### src/addr_map_pkg.sv
package addr_map_pkg;

  // ****************************************************************
  // Address map
  // ****************************************************************
  localparam int          PHYS_W        = 26;
  localparam logic [25:0] FLASH_BASE    = 26'h0000000;
  localparam logic [25:0] FLASH_SIZE    = 26'h0040000;
  localparam logic [25:0] RAM_LAST      = 26'h3FFEFFF;
  localparam logic [25:0] RAM_SIZE      = 26'h0004000;
  localparam logic [25:0] PROG_WIN_BASE = 26'h3FEC000;
  localparam logic [25:0] PROG_WIN_SIZE = 26'h0004000;
  localparam logic [25:0] FPA_BASE      = 26'h3FFF000;
  localparam logic [13:0] FPA_ALIAS_OFS = 14'h3000;
  localparam logic [13:0] HALF_STEP     = 14'h0002;

  // ****************************************************************
  // Window select register and reset values
  // ****************************************************************
  localparam int          WIN_EN_POS    = 15;
  localparam int          WIN_BASE_MSB  = 13;
  localparam logic [15:0] WIN_CFG_RESET = 16'h0000;
  localparam logic [25:0] PC_RESET      = 26'h0000000;
  localparam logic [4:0]  ZERO_REG_IDX  = 5'h00;

  // ****************************************************************
  // Types
  // ****************************************************************
  typedef enum logic [1:0] {
    SZ_BYTE = 2'h0,
    SZ_HALF = 2'h1,
    SZ_WORD = 2'h2
  } acc_size_t;

  typedef enum logic [4:0] {
    RGN_NONE  = 5'h01,
    RGN_FLASH = 5'h02,
    RGN_RAM   = 5'h04,
    RGN_PWIN  = 5'h08,
    RGN_FPA   = 5'h10
  } region_t;

  typedef enum logic [2:0] {
    ST_IDLE = 3'h1,
    ST_LO   = 3'h2,
    ST_HI   = 3'h4
  } xfer_state_t;

  typedef struct packed {
    logic        valid;
    logic        fetch;
    logic        write;
    acc_size_t   size;
    logic        reg_byte;
    logic [4:0]  base_idx;
    logic [31:0] base_val;
    logic [15:0] disp;
    logic [31:0] wdata;
  } cpu_req_t;

  typedef struct packed {
    logic        req;
    logic        write;
    acc_size_t   size;
    logic [13:0] addr;
    logic [15:0] wdata;
  } npb_req_t;

  typedef struct packed {
    logic        req;
    logic        write;
    region_t     sel;
    logic [25:0] addr;
    logic [31:0] wdata;
  } mem_req_t;

  typedef struct packed {
    logic        valid;
    logic        fault;
    logic [31:0] rdata;
  } cpu_resp_t;

endpackage

### src/cpu_address_map_decoder.sv
`timescale 1ns/1ps
`default_nettype none
module cpu_address_map_decoder
  import addr_map_pkg::*;
(
  input  wire logic        CLOCK_IN,
  input  wire logic        RST_N_IN,
  input  wire cpu_req_t    REQ_IN,
  output logic             REQ_READY_OUT,
  output cpu_resp_t        RESP_OUT,
  input  wire logic        PC_LOAD_IN,
  input  wire logic [31:0] PC_TARGET_IN,
  input  wire logic        PC_STEP_IN,
  input  wire logic [3:0]  PC_INC_IN,
  output logic [31:0]      PC_OUT,
  input  wire logic        WIN_CFG_WE_IN,
  input  wire logic [15:0] WIN_CFG_WDATA_IN,
  output logic [15:0]      WIN_CFG_RDATA_OUT,
  output mem_req_t         MEM_OUT,
  output npb_req_t         NPB_OUT,
  input  wire logic        NPB_ACK_IN,
  input  wire logic [15:0] NPB_RDATA_IN
);

  // ****************************************************************
  // State
  // ****************************************************************
  typedef struct packed {
    xfer_state_t st;
    logic        ready;
    logic [25:0] pc;
    logic [15:0] win_cfg;
    logic        split;
    logic        byte_reg;
    logic [15:0] hi_wdata;
    cpu_resp_t   resp;
    mem_req_t    mem;
    npb_req_t    npb;
  } state_t;

  state_t s_q;
  state_t s_d;

  function automatic region_t decode(input logic [25:0] pa);
    region_t r;
    r = RGN_NONE;
    if (pa >= FPA_BASE) begin
      r = RGN_FPA;
    end else if (pa > RAM_LAST - RAM_SIZE && pa <= RAM_LAST) begin
      r = RGN_RAM;
    end else if (pa >= PROG_WIN_BASE && pa - PROG_WIN_BASE < PROG_WIN_SIZE) begin
      r = RGN_PWIN;
    end else if (pa - FLASH_BASE < FLASH_SIZE) begin
      r = RGN_FLASH;
    end
    return r;
  endfunction

  logic [31:0] base_v;
  logic [31:0] data_va;
  logic [25:0] phys;
  region_t     rgn;
  logic        periph;
  logic        win_on;
  logic        accept;
  logic [13:0] npb_ofs;

  // ****************************************************************
  // Address formation
  // ****************************************************************
  always_comb begin
    base_v  = (REQ_IN.base_idx == ZERO_REG_IDX) ? 32'h00000000
                                                : REQ_IN.base_val;
    data_va = base_v + {{16{REQ_IN.disp[15]}}, REQ_IN.disp};
    phys    = REQ_IN.fetch ? s_q.pc : data_va[25:0];
    rgn     = decode(phys);
    periph  = (rgn == RGN_PWIN) || (rgn == RGN_FPA);
    win_on  = s_q.win_cfg[WIN_EN_POS];
    accept  = REQ_IN.valid && s_q.ready;
    if (rgn == RGN_FPA) begin
      npb_ofs = FPA_ALIAS_OFS | {2'h0, phys[11:0]};
    end else begin
      npb_ofs = 14'(phys - PROG_WIN_BASE);
    end
    if (REQ_IN.size == SZ_WORD) begin
      npb_ofs[1:0] = 2'h0;
    end
  end

  // ****************************************************************
  // Next state
  // ****************************************************************
  always_comb begin
    s_d            = s_q;
    s_d.resp.valid = 1'b0;
    s_d.resp.fault = 1'b0;
    s_d.mem.req    = 1'b0;

    if (PC_LOAD_IN) begin
      s_d.pc = PC_TARGET_IN[25:0];
    end else if (PC_STEP_IN) begin
      s_d.pc = s_q.pc + {22'h000000, PC_INC_IN};
    end

    if (WIN_CFG_WE_IN) begin
      s_d.win_cfg = WIN_CFG_WDATA_IN;
    end

    unique case (s_q.st)
      ST_IDLE: begin
        if (accept) begin
          if (REQ_IN.fetch && periph) begin
            s_d.resp.valid = 1'b1;
            s_d.resp.fault = 1'b1;
          end else if (rgn == RGN_NONE) begin
            s_d.resp.valid = 1'b1;
            s_d.resp.fault = 1'b1;
          end else if (rgn == RGN_PWIN && !win_on) begin
            s_d.resp.valid = 1'b1;
            s_d.resp.fault = 1'b1;
          end else if (periph) begin
            s_d.st         = ST_LO;
            s_d.npb.req    = 1'b1;
            s_d.npb.write  = REQ_IN.write;
            s_d.npb.addr   = npb_ofs;
            s_d.split      = (REQ_IN.size == SZ_WORD);
            s_d.byte_reg   = REQ_IN.reg_byte;
            s_d.hi_wdata   = REQ_IN.wdata[31:16];
            s_d.resp.rdata = 32'h00000000;
            if (REQ_IN.size == SZ_WORD) begin
              s_d.npb.size  = SZ_HALF;
              s_d.npb.wdata = REQ_IN.wdata[15:0];
            end else if (REQ_IN.reg_byte) begin
              s_d.npb.size  = REQ_IN.size;
              s_d.npb.wdata = {8'h00, REQ_IN.wdata[7:0]};
            end else begin
              s_d.npb.size  = REQ_IN.size;
              s_d.npb.wdata = REQ_IN.wdata[15:0];
            end
          end else begin
            s_d.mem.req    = 1'b1;
            s_d.mem.write  = REQ_IN.write;
            s_d.mem.sel    = rgn;
            s_d.mem.addr   = phys;
            s_d.mem.wdata  = REQ_IN.wdata;
            s_d.resp.valid = 1'b1;
          end
        end
      end
      ST_LO: begin
        if (NPB_ACK_IN) begin
          if (s_q.split) begin
            s_d.resp.rdata[15:0] = NPB_RDATA_IN;
            s_d.npb.addr         = s_q.npb.addr + HALF_STEP;
            s_d.npb.wdata        = s_q.hi_wdata;
            s_d.st               = ST_HI;
          end else begin
            if (s_q.byte_reg) begin
              s_d.resp.rdata = {24'h000000, NPB_RDATA_IN[7:0]};
            end else begin
              s_d.resp.rdata = {16'h0000, NPB_RDATA_IN};
            end
            s_d.npb.req    = 1'b0;
            s_d.resp.valid = 1'b1;
            s_d.st         = ST_IDLE;
          end
        end
      end
      ST_HI: begin
        if (NPB_ACK_IN) begin
          s_d.resp.rdata[31:16] = NPB_RDATA_IN;
          s_d.npb.req           = 1'b0;
          s_d.resp.valid        = 1'b1;
          s_d.st                = ST_IDLE;
        end
      end
      default: begin
        s_d.st      = ST_IDLE;
        s_d.npb.req = 1'b0;
      end
    endcase

    s_d.ready = (s_d.st == ST_IDLE);
  end

  // ****************************************************************
  // Registers
  // ****************************************************************
  always_ff @(posedge CLOCK_IN) begin
    if (!RST_N_IN) begin
      s_q.st        <= ST_IDLE;
      s_q.ready     <= 1'b1;
      s_q.pc        <= PC_RESET;
      s_q.win_cfg   <= WIN_CFG_RESET;
      s_q.split     <= 1'b0;
      s_q.byte_reg  <= 1'b0;
      s_q.hi_wdata  <= 16'h0000;
      s_q.resp      <= '0;
      s_q.mem.req   <= 1'b0;
      s_q.mem.write <= 1'b0;
      s_q.mem.sel   <= RGN_NONE;
      s_q.mem.addr  <= 26'h0000000;
      s_q.mem.wdata <= 32'h00000000;
      s_q.npb.req   <= 1'b0;
      s_q.npb.write <= 1'b0;
      s_q.npb.size  <= SZ_BYTE;
      s_q.npb.addr  <= 14'h0000;
      s_q.npb.wdata <= 16'h0000;
    end else begin
      s_q <= s_d;
    end
  end

  // ****************************************************************
  // Outputs
  // ****************************************************************
  always_comb begin
    REQ_READY_OUT     = s_q.ready;
    RESP_OUT          = s_q.resp;
    PC_OUT            = {6'h00, s_q.pc};
    WIN_CFG_RDATA_OUT = s_q.win_cfg;
    MEM_OUT           = s_q.mem;
    NPB_OUT           = s_q.npb;
  end

endmodule
`default_nettype wire

### config.mk
export PLATFORM = sky130hd
export DESIGN_NAME = cpu_address_map_decoder
export DESIGN_NICKNAME = d
export VERILOG_FILES = /design/src/addr_map_pkg.sv /design/src/cpu_address_map_decoder.sv
export SDC_FILE = /design/constraint.sdc
export NUM_CORES = 1
export LEC_CHECK = 0
export ABC_AREA = 1
export ABC_CLOCK_PERIOD_IN_PS = 12960
export BUFFER_PORTS_ARGS = -buffer_cell sky130_fd_sc_hd__buf_2
export CAP_MARGIN = 20
export CORE_UTILIZATION = 55
export CTS_CLUSTER_DIAMETER = 150
export CTS_CLUSTER_SIZE = 14
export DETAILED_ROUTE_END_ITERATION = 10
export GPL_ROUTABILITY_DRIVEN = 0
export PLACE_DENSITY = 0.89
export SLEW_MARGIN = 20
export SYNTH_ARGS = -nofsm -noshare
export SYNTH_HDL_FRONTEND = slang
export SYNTH_SLANG_ARGS = --single-unit
### constraint.sdc
create_clock -name CLOCK_IN -period 12.96 [get_ports CLOCK_IN]
set_input_delay 2.592 -clock CLOCK_IN [delete_from_list [all_inputs] [get_ports CLOCK_IN]]
set_output_delay 2.592 -clock CLOCK_IN [all_outputs]
set_load 0.05 [all_outputs]
; After elaboration in Yosys (flattened, before gate mapping)
; Index checks and enable logic that the tools add are counted.
[word_totals]
reg_bits = 197
word_cells = 126
[classes]
addsub = 4
magnitude_cmp = 6
eq_ne = 17
mux = 52
n_bitwise = 7
reduce_logical = 19
[ops]
columns = cell, n
row1 = 131-bit two-way mux, 3
row2 = 133-bit two-way mux, 1
row3 = 26-bit two-way mux, 4
row4 = 16-bit two-way mux, 6
row5 = 65-bit two-way mux, 1
row6 = 32-bit two-way mux, 2
row7 = 30-bit two-way mux, 2
row8 = 30-bit one-hot mux with 2 select lines, 1
row9 = 26-bit >= comparator (second input constant), 2
row10 = 16-bit one-hot mux with 3 select lines, 1
row11 = 34-bit two-way mux, 1
row12 = 16-bit one-hot mux with 2 select lines, 1
row13 = 26-bit adder, 1
row14 = 26-bit by 4-bit adder with 26-bit output, 1
row15 = 26-bit greater-than comparator (second input constant), 1
row16 = 26-bit <= comparator (second input constant), 1
row17 = 26-bit by 15-bit < comparator with 1-bit output (second input constant), 1
row18 = 26-bit by 19-bit < comparator with 1-bit output (second input constant), 1
row19 = 26-bit subtractor (second input constant), 1
row20 = 3-bit two-way mux, 8
row21 = 2-bit != test (second input constant), 9
row22 = 8-bit AND reduction, 2
row23 = 14-bit by 2-bit adder with 14-bit output (second input constant), 1
row24 = 14-bit two-way mux, 1
row25 = other kinds (25), 52

; Longest topological paths before layout
[depth]
ltp_word = 19
ltp_mapped = 31

; Worst setup path after synthesis
; No wires, ideal clock.
[synth_timing]
path_kind = in2reg
startpoint = in REQ_IN[83] (netlist name)
endpoint = reg s_q, in the netlist NPB_OUT[0]
t_arrival_ns = 5.789
path_slack_ns = 7.058
cell_stages = 27
cell_sequence = nor3_1 > nand2_1 > clkbuf_1 > nand2_1 > inv_1 > ha_1 > fa_1 > nand3_1 > nand3_1 > nand3_1 > nand3_1 > nand2_1 > nand2_1 > nand2_1 > nand3_1 > nand2_1 > nand2_1 > nor2_2 > nand3_2 > nand3_1 > nand2_2 > a21oi_2 > nand2_1 > buf_6 > buf_6 > nor2_1 > nor2_1
[synth_between]
elab_chain_len = 15
word_cells_on_any_way = 28
cone_classes = add/sub: 2 / order compare: 6 / eq/ne: 7 / mux: 6 / reduce/logical: 7
[synth_lines]
columns = element, line
row1 = from (decl), cpu_address_map_decoder.sv:8  ; input wire cpu_req_t REQ_IN,
row2 = 5-bit logical NOT (*), cpu_address_map_decoder.sv:72  ; base_v = (REQ_IN.base_idx == ZERO_REG_IDX) ? 32'h00000000
row3 = 26-bit two-way mux (*), cpu_address_map_decoder.sv:72
row4 = 26-bit adder (*), cpu_address_map_decoder.sv:74  ; data_va = base_v + {{16{REQ_IN.disp[15]}}, REQ_IN.disp};
row5 = 26-bit two-way mux (*), cpu_address_map_decoder.sv:75  ; phys = REQ_IN.fetch ? s_q.pc : data_va[25:0];
row6 = 26-bit subtractor, --
row7 = 26-bit by 15-bit < comparator with 1-bit output, cpu_address_map_decoder.sv:51  ; end else if (pa >= PROG_WIN_BASE && pa - PROG_WIN_BASE < PROG_WIN_SIZE) begin
row8 = 1-bit logical AND, cpu_address_map_decoder.sv:51
row9 = 4-bit two-way mux, cpu_address_map_decoder.sv:51
row10 = 4-bit two-way mux, cpu_address_map_decoder.sv:49  ; end else if (pa > RAM_LAST - RAM_SIZE && pa <= RAM_LAST) begin
row11 = 5-bit two-way mux (*), cpu_address_map_decoder.sv:47  ; if (pa >= FPA_BASE) begin
row12 = 5-bit by 4-bit equality test with 1-bit output or 5-bit equality test (tied branches), "cpu_address_map_decoder.sv:77, cpu_address_map_decoder.sv:118"
row13 = 1-bit logical OR, cpu_address_map_decoder.sv:77  ; periph = (rgn == RGN_PWIN) || (rgn == RGN_FPA);
row14 = 1-bit logical AND, cpu_address_map_decoder.sv:112  ; if (REQ_IN.fetch && periph) begin
row15 = 2-bit != test (no line), --
row16 = 8-bit AND reduction (no line) (*), --
row17 = to (decl), cpu_address_map_decoder.sv:41  ; state_t s_q;
; Every way passes the cells marked *; elsewhere a longest branch is shown, timed or not.
; A chain may end at the register's enable or synchronous reset.

; Final worst setup path
[layout_timing]
startpoint = in REQ_IN[83] (netlist name)
endpoint = reg s_q, in the netlist NPB_OUT[32]
[layout_between]
elab_chain_len = 15
word_cells_on_any_way = 27
cone_classes = add/sub: 2 / order compare: 6 / eq/ne: 3 / mux: 6 / bitwise: 3 / reduce/logical: 7
[layout_lines]
columns = element, line
row1 = 5-bit logical NOT (*), cpu_address_map_decoder.sv:72
row2 = 26-bit two-way mux (*), cpu_address_map_decoder.sv:72
row3 = 26-bit adder (*), cpu_address_map_decoder.sv:74
row4 = 26-bit two-way mux (*), cpu_address_map_decoder.sv:75
row5 = 26-bit subtractor, --
row6 = 26-bit by 15-bit < comparator with 1-bit output, cpu_address_map_decoder.sv:51
row7 = 1-bit logical AND, cpu_address_map_decoder.sv:51
row8 = 4-bit two-way mux, cpu_address_map_decoder.sv:51
row9 = 4-bit two-way mux, cpu_address_map_decoder.sv:49
row10 = 5-bit two-way mux (*), cpu_address_map_decoder.sv:47
row11 = 5-bit by 4-bit equality test with 1-bit output or 5-bit equality test (tied branches), "cpu_address_map_decoder.sv:77, cpu_address_map_decoder.sv:118"
row12 = 1-bit logical OR, cpu_address_map_decoder.sv:77
row13 = 1-bit logical AND, cpu_address_map_decoder.sv:112
row14 = 1-bit inverter (no line), --
row15 = 6-bit AND reduction (no line) (*), --
; Marked as above.

==> flow_metrics.tcl <==
set metrics [dict create \
    status "finished clean" \
    syn_to_final_growth_pct 7.922 \
    dp_cells 2507 \
    max_stage_delay_ns 0.57 \
    max-slew-margin-rel_pct 27.66 \
    synth.ff_latch_count 197 \
    skew_ns 0.02161 \
    finalSetupTns_ns 0 \
    holdBufCountCts 0 \
    ant_nets 0 \
    yosysUniqueCellTypes 41 \
    p_per_area_nw_per_um2 102.4 \
    initial_core_util_pct 56.93 \
    fin_nets 2410 \
    grt_util_all_layers_pct 28.42 \
    tightest_slew_ns 1.084 \
    wl_mm 35.21 \
    crit_slowest_cell "nand2_1" \
    sequentialPowerShare_pct 43.6 \
    r2r_setup_slack_ns 9.81 \
    intPower_w 0.0009638 \
    p_comb_share_pct 19.4 \
    layout-drive-gt1-share_pct 18.73 \
    critPathKind "in -> reg" \
    cts.path.max_buffers 2 \
    numCtsBuffers 17 \
    p_total_w 0.001442 \
    cp_num_buf_inv 4 \
    num_rows 55 \
    worst_ep_required_time_ns 13.28 \
    holdWs_ns 0.4428 \
    vias 13010 \
    yosys_warnings 0 \
    cts_sinks 197 \
    fp.dieH_um 156.0 \
    viasPerCell 5.122 \
    worstPathArrival_ns 7.56 \
    worstSkewPairLatency_ns 0.44 \
    hold_viol 0 \
    cts_resized 0 \
    grt-ovfl-total 0 \
    cts_setup_buffers 0 \
    startpoint_type "input port" \
    syn_area_per_cell_um2 6.174 \
    cp_max_fo 31 \
    crit_family "simple AND/OR/NAND/NOR gates" \
    cp_common_cell "nand2_1" \
    drt_iter0_markers 1049 \
    wl_per_cell_um 13.87 \
    path_clk_slew_ns 0.08 \
    drcViolationCount 0 \
    clockRootBuffer "clkbuf_16" \
    power_switching_w 0.0004780 \
    rsz0062_at_grt "no" \
    fp.dieW_um 156.0 \
    dp_hpwl_mm 26.50 \
    swShare_pct 33.15 \
    coreArea_um2 22920 \
    cap_violations 0 \
    io_buffers 328 \
    grt_max_degree 109 \
    vdd_drop_max_mv 0.1007 \
    final_common_cell "nand2_1" \
    min_period_ns 7.249 \
    synthesis.area_um2 13050 \
    grt_pass1_vias 11680 \
    yosysSeqAreaShare_pct 30.23 \
    h-tree-depth 4 \
    grt_pass1_wl_mm 56.03 \
    nFillCells 2200 \
    stdcell_count 2539 \
    finalCritPeriodShare_pct 55.93 \
    die_area_um2 24340 \
    antenna_cells 0 \
    setup_viol 0 \
    cts_tree "done" \
    endpoint_kind "flop" \
    syn_inst 2113 \
    io_pins 347 \
    drt-pass1-iter-count 8 \
    final_cell_mix "nand2_1, buf_2, nor2_1" \
    fmaxAchievable_mhz 138.0 \
    antenna_found_initial 1 \
    clockPowerShare_pct 37.0 \
    maxSlewViolCount 0 \
    leakage_nw 7.536 \
    min_path_type "reg -> reg" \
]
## final cells by class
class	instances	area [µm²]	share of cell area, %
multi-input cells	1359	6301	44.75
flip-flops and latches	197	3944	28.01
repair buffers	336	1704	12.10
inverters	302	1135	8.060
clock buffers	17	425.4	3.021
well taps	313	391.6	2.781
clock inverters	15	178.9	1.271
## cells by family (layout without fill, tap and decap cells)
family / after synthesis / in the layout / share of synthesized area, %
AOI/OAI and AO/OA: 243 / 243 / 9.840
and+or+nand+nor: 1054 / 1054 / 33.33
xor gates and xnor gates: 24 / 24 / 1.611
other: 1 / 6 / 0.02874
buffers and inverters: 562 / 670 / 21.78
adders and majority gates: 32 / 32 / 3.184
DFF: 197 / 197 / 30.23
## per-stage QoR
step	setup WS (ns)	cell area, µm²	util (%)
floorplan	7.058	13070	-
global placement	5.443	13470	58.77
detailed placement	5.240	13470	58.77
CTS	5.652	14070	61.40
global route	5.251	14080	61.44
finish	5.711	14080	61.44
## flip-flops by register name (all words and copies together), names as in the netlist
register and cells:
MEM_OUT 65, NPB_OUT 34, RESP_OUT 34, PC_OUT 26, s_q 21, WIN_CFG_RDATA_OUT 16
REQ_READY_OUT 1
## final timing paths
kind,startpoint,endpoint,cells after the start
worst max-delay path,REQ_IN[83],NPB_OUT[32]$_SDFFE_PN0P_,28
worst min-delay path,MEM_OUT[0]$_SDFFE_PN0P_,MEM_OUT[0]$_SDFFE_PN0P_,2
worst max register to register,PC_OUT[13]$_SDFFE_PN0P_,NPB_OUT[32]$_SDFFE_PN0P_,14
worst min register to register,MEM_OUT[0]$_SDFFE_PN0P_,MEM_OUT[0]$_SDFFE_PN0P_,2
## layer usage
layer  global-route usage, %  share of wire, %  up-vias
met2                   47.49                46      566
met5                       0             0.048        -
li1                        -                 -     6565
met1                   35.74                43     5782
met4                   11.34               3.6        2
met3                   5.639               7.8       90
## cells in the mapped netlist
cell        n  area (µm²)
buf_1       7       26.28
ha_1       30       375.4
or2_2       7       43.79
a22oi_1     1       7.510
nand4_1    32       200.2
nor4_1      5       31.28
o21a_1      2       15.01
fa_1        2       40.04
conb_1      1       3.750
a21o_1      1       7.510
a21oi_2     1       8.760
buf_2      21       105.1
nand3b_1    3       22.52
nor2_2      7       43.79
o22ai_1     2       12.51
nand3_1   122       610.6
a21oi_4     1       16.27
or2_0      10       62.56
xor2_1     15       131.4
buf_6       3       33.78
o21ai_1    18       90.09
xnor2_1     9       78.83
inv_1     277        1040
inv_2      18       67.56
a211oi_1    4       30.03
a21oi_1   107       535.5
o211ai_1    1       7.510
nor3_1     11       55.05
nand2_2     3       18.77
nand2_1   562        2110
nand4_2     1       12.51
clkinv_1    7       26.28
nand3_2     4       40.04
a31oi_1    22       137.6
dfxtp_1   197        3944
nor2_4      1       11.26
clkbuf_1   47       176.4
o21ai_0    83       415.4
nor2_1    284        1066
buf_4     182        1366
nor3_2      2       20.02
## worst register-to-register path: stages, from the launching register on
cell	delay (ns)
dfxtp_1	0.43
inv_1	0.12
nand2_1	0.10
nand2_1	0.16
nor2_1	0.27
nor2_1	0.07
nor2_1	0.09
nand4_1	0.11
nand3_2	0.15
nand2_2	0.11
nor2_2	0.09
buf_4	0.32
nand2_1	0.57
o21ai_0	0.39
nor2_1	0.07
## power by group through the flow
stage	Clock, W	Combinational (W)	Sequential [W]
6_report	0.000533	0.000280	0.000629
5_1_grt	0.000569	0.000308	0.000630
4_1_cts	0.000543	0.000276	0.000628
3_5_place_dp	0	0.000274	0.000643
3_3_place_gp	0	0.000268	0.000642
2_1_floorplan	0	0.000213	0.000639
(Power assumes the default switching activity.)
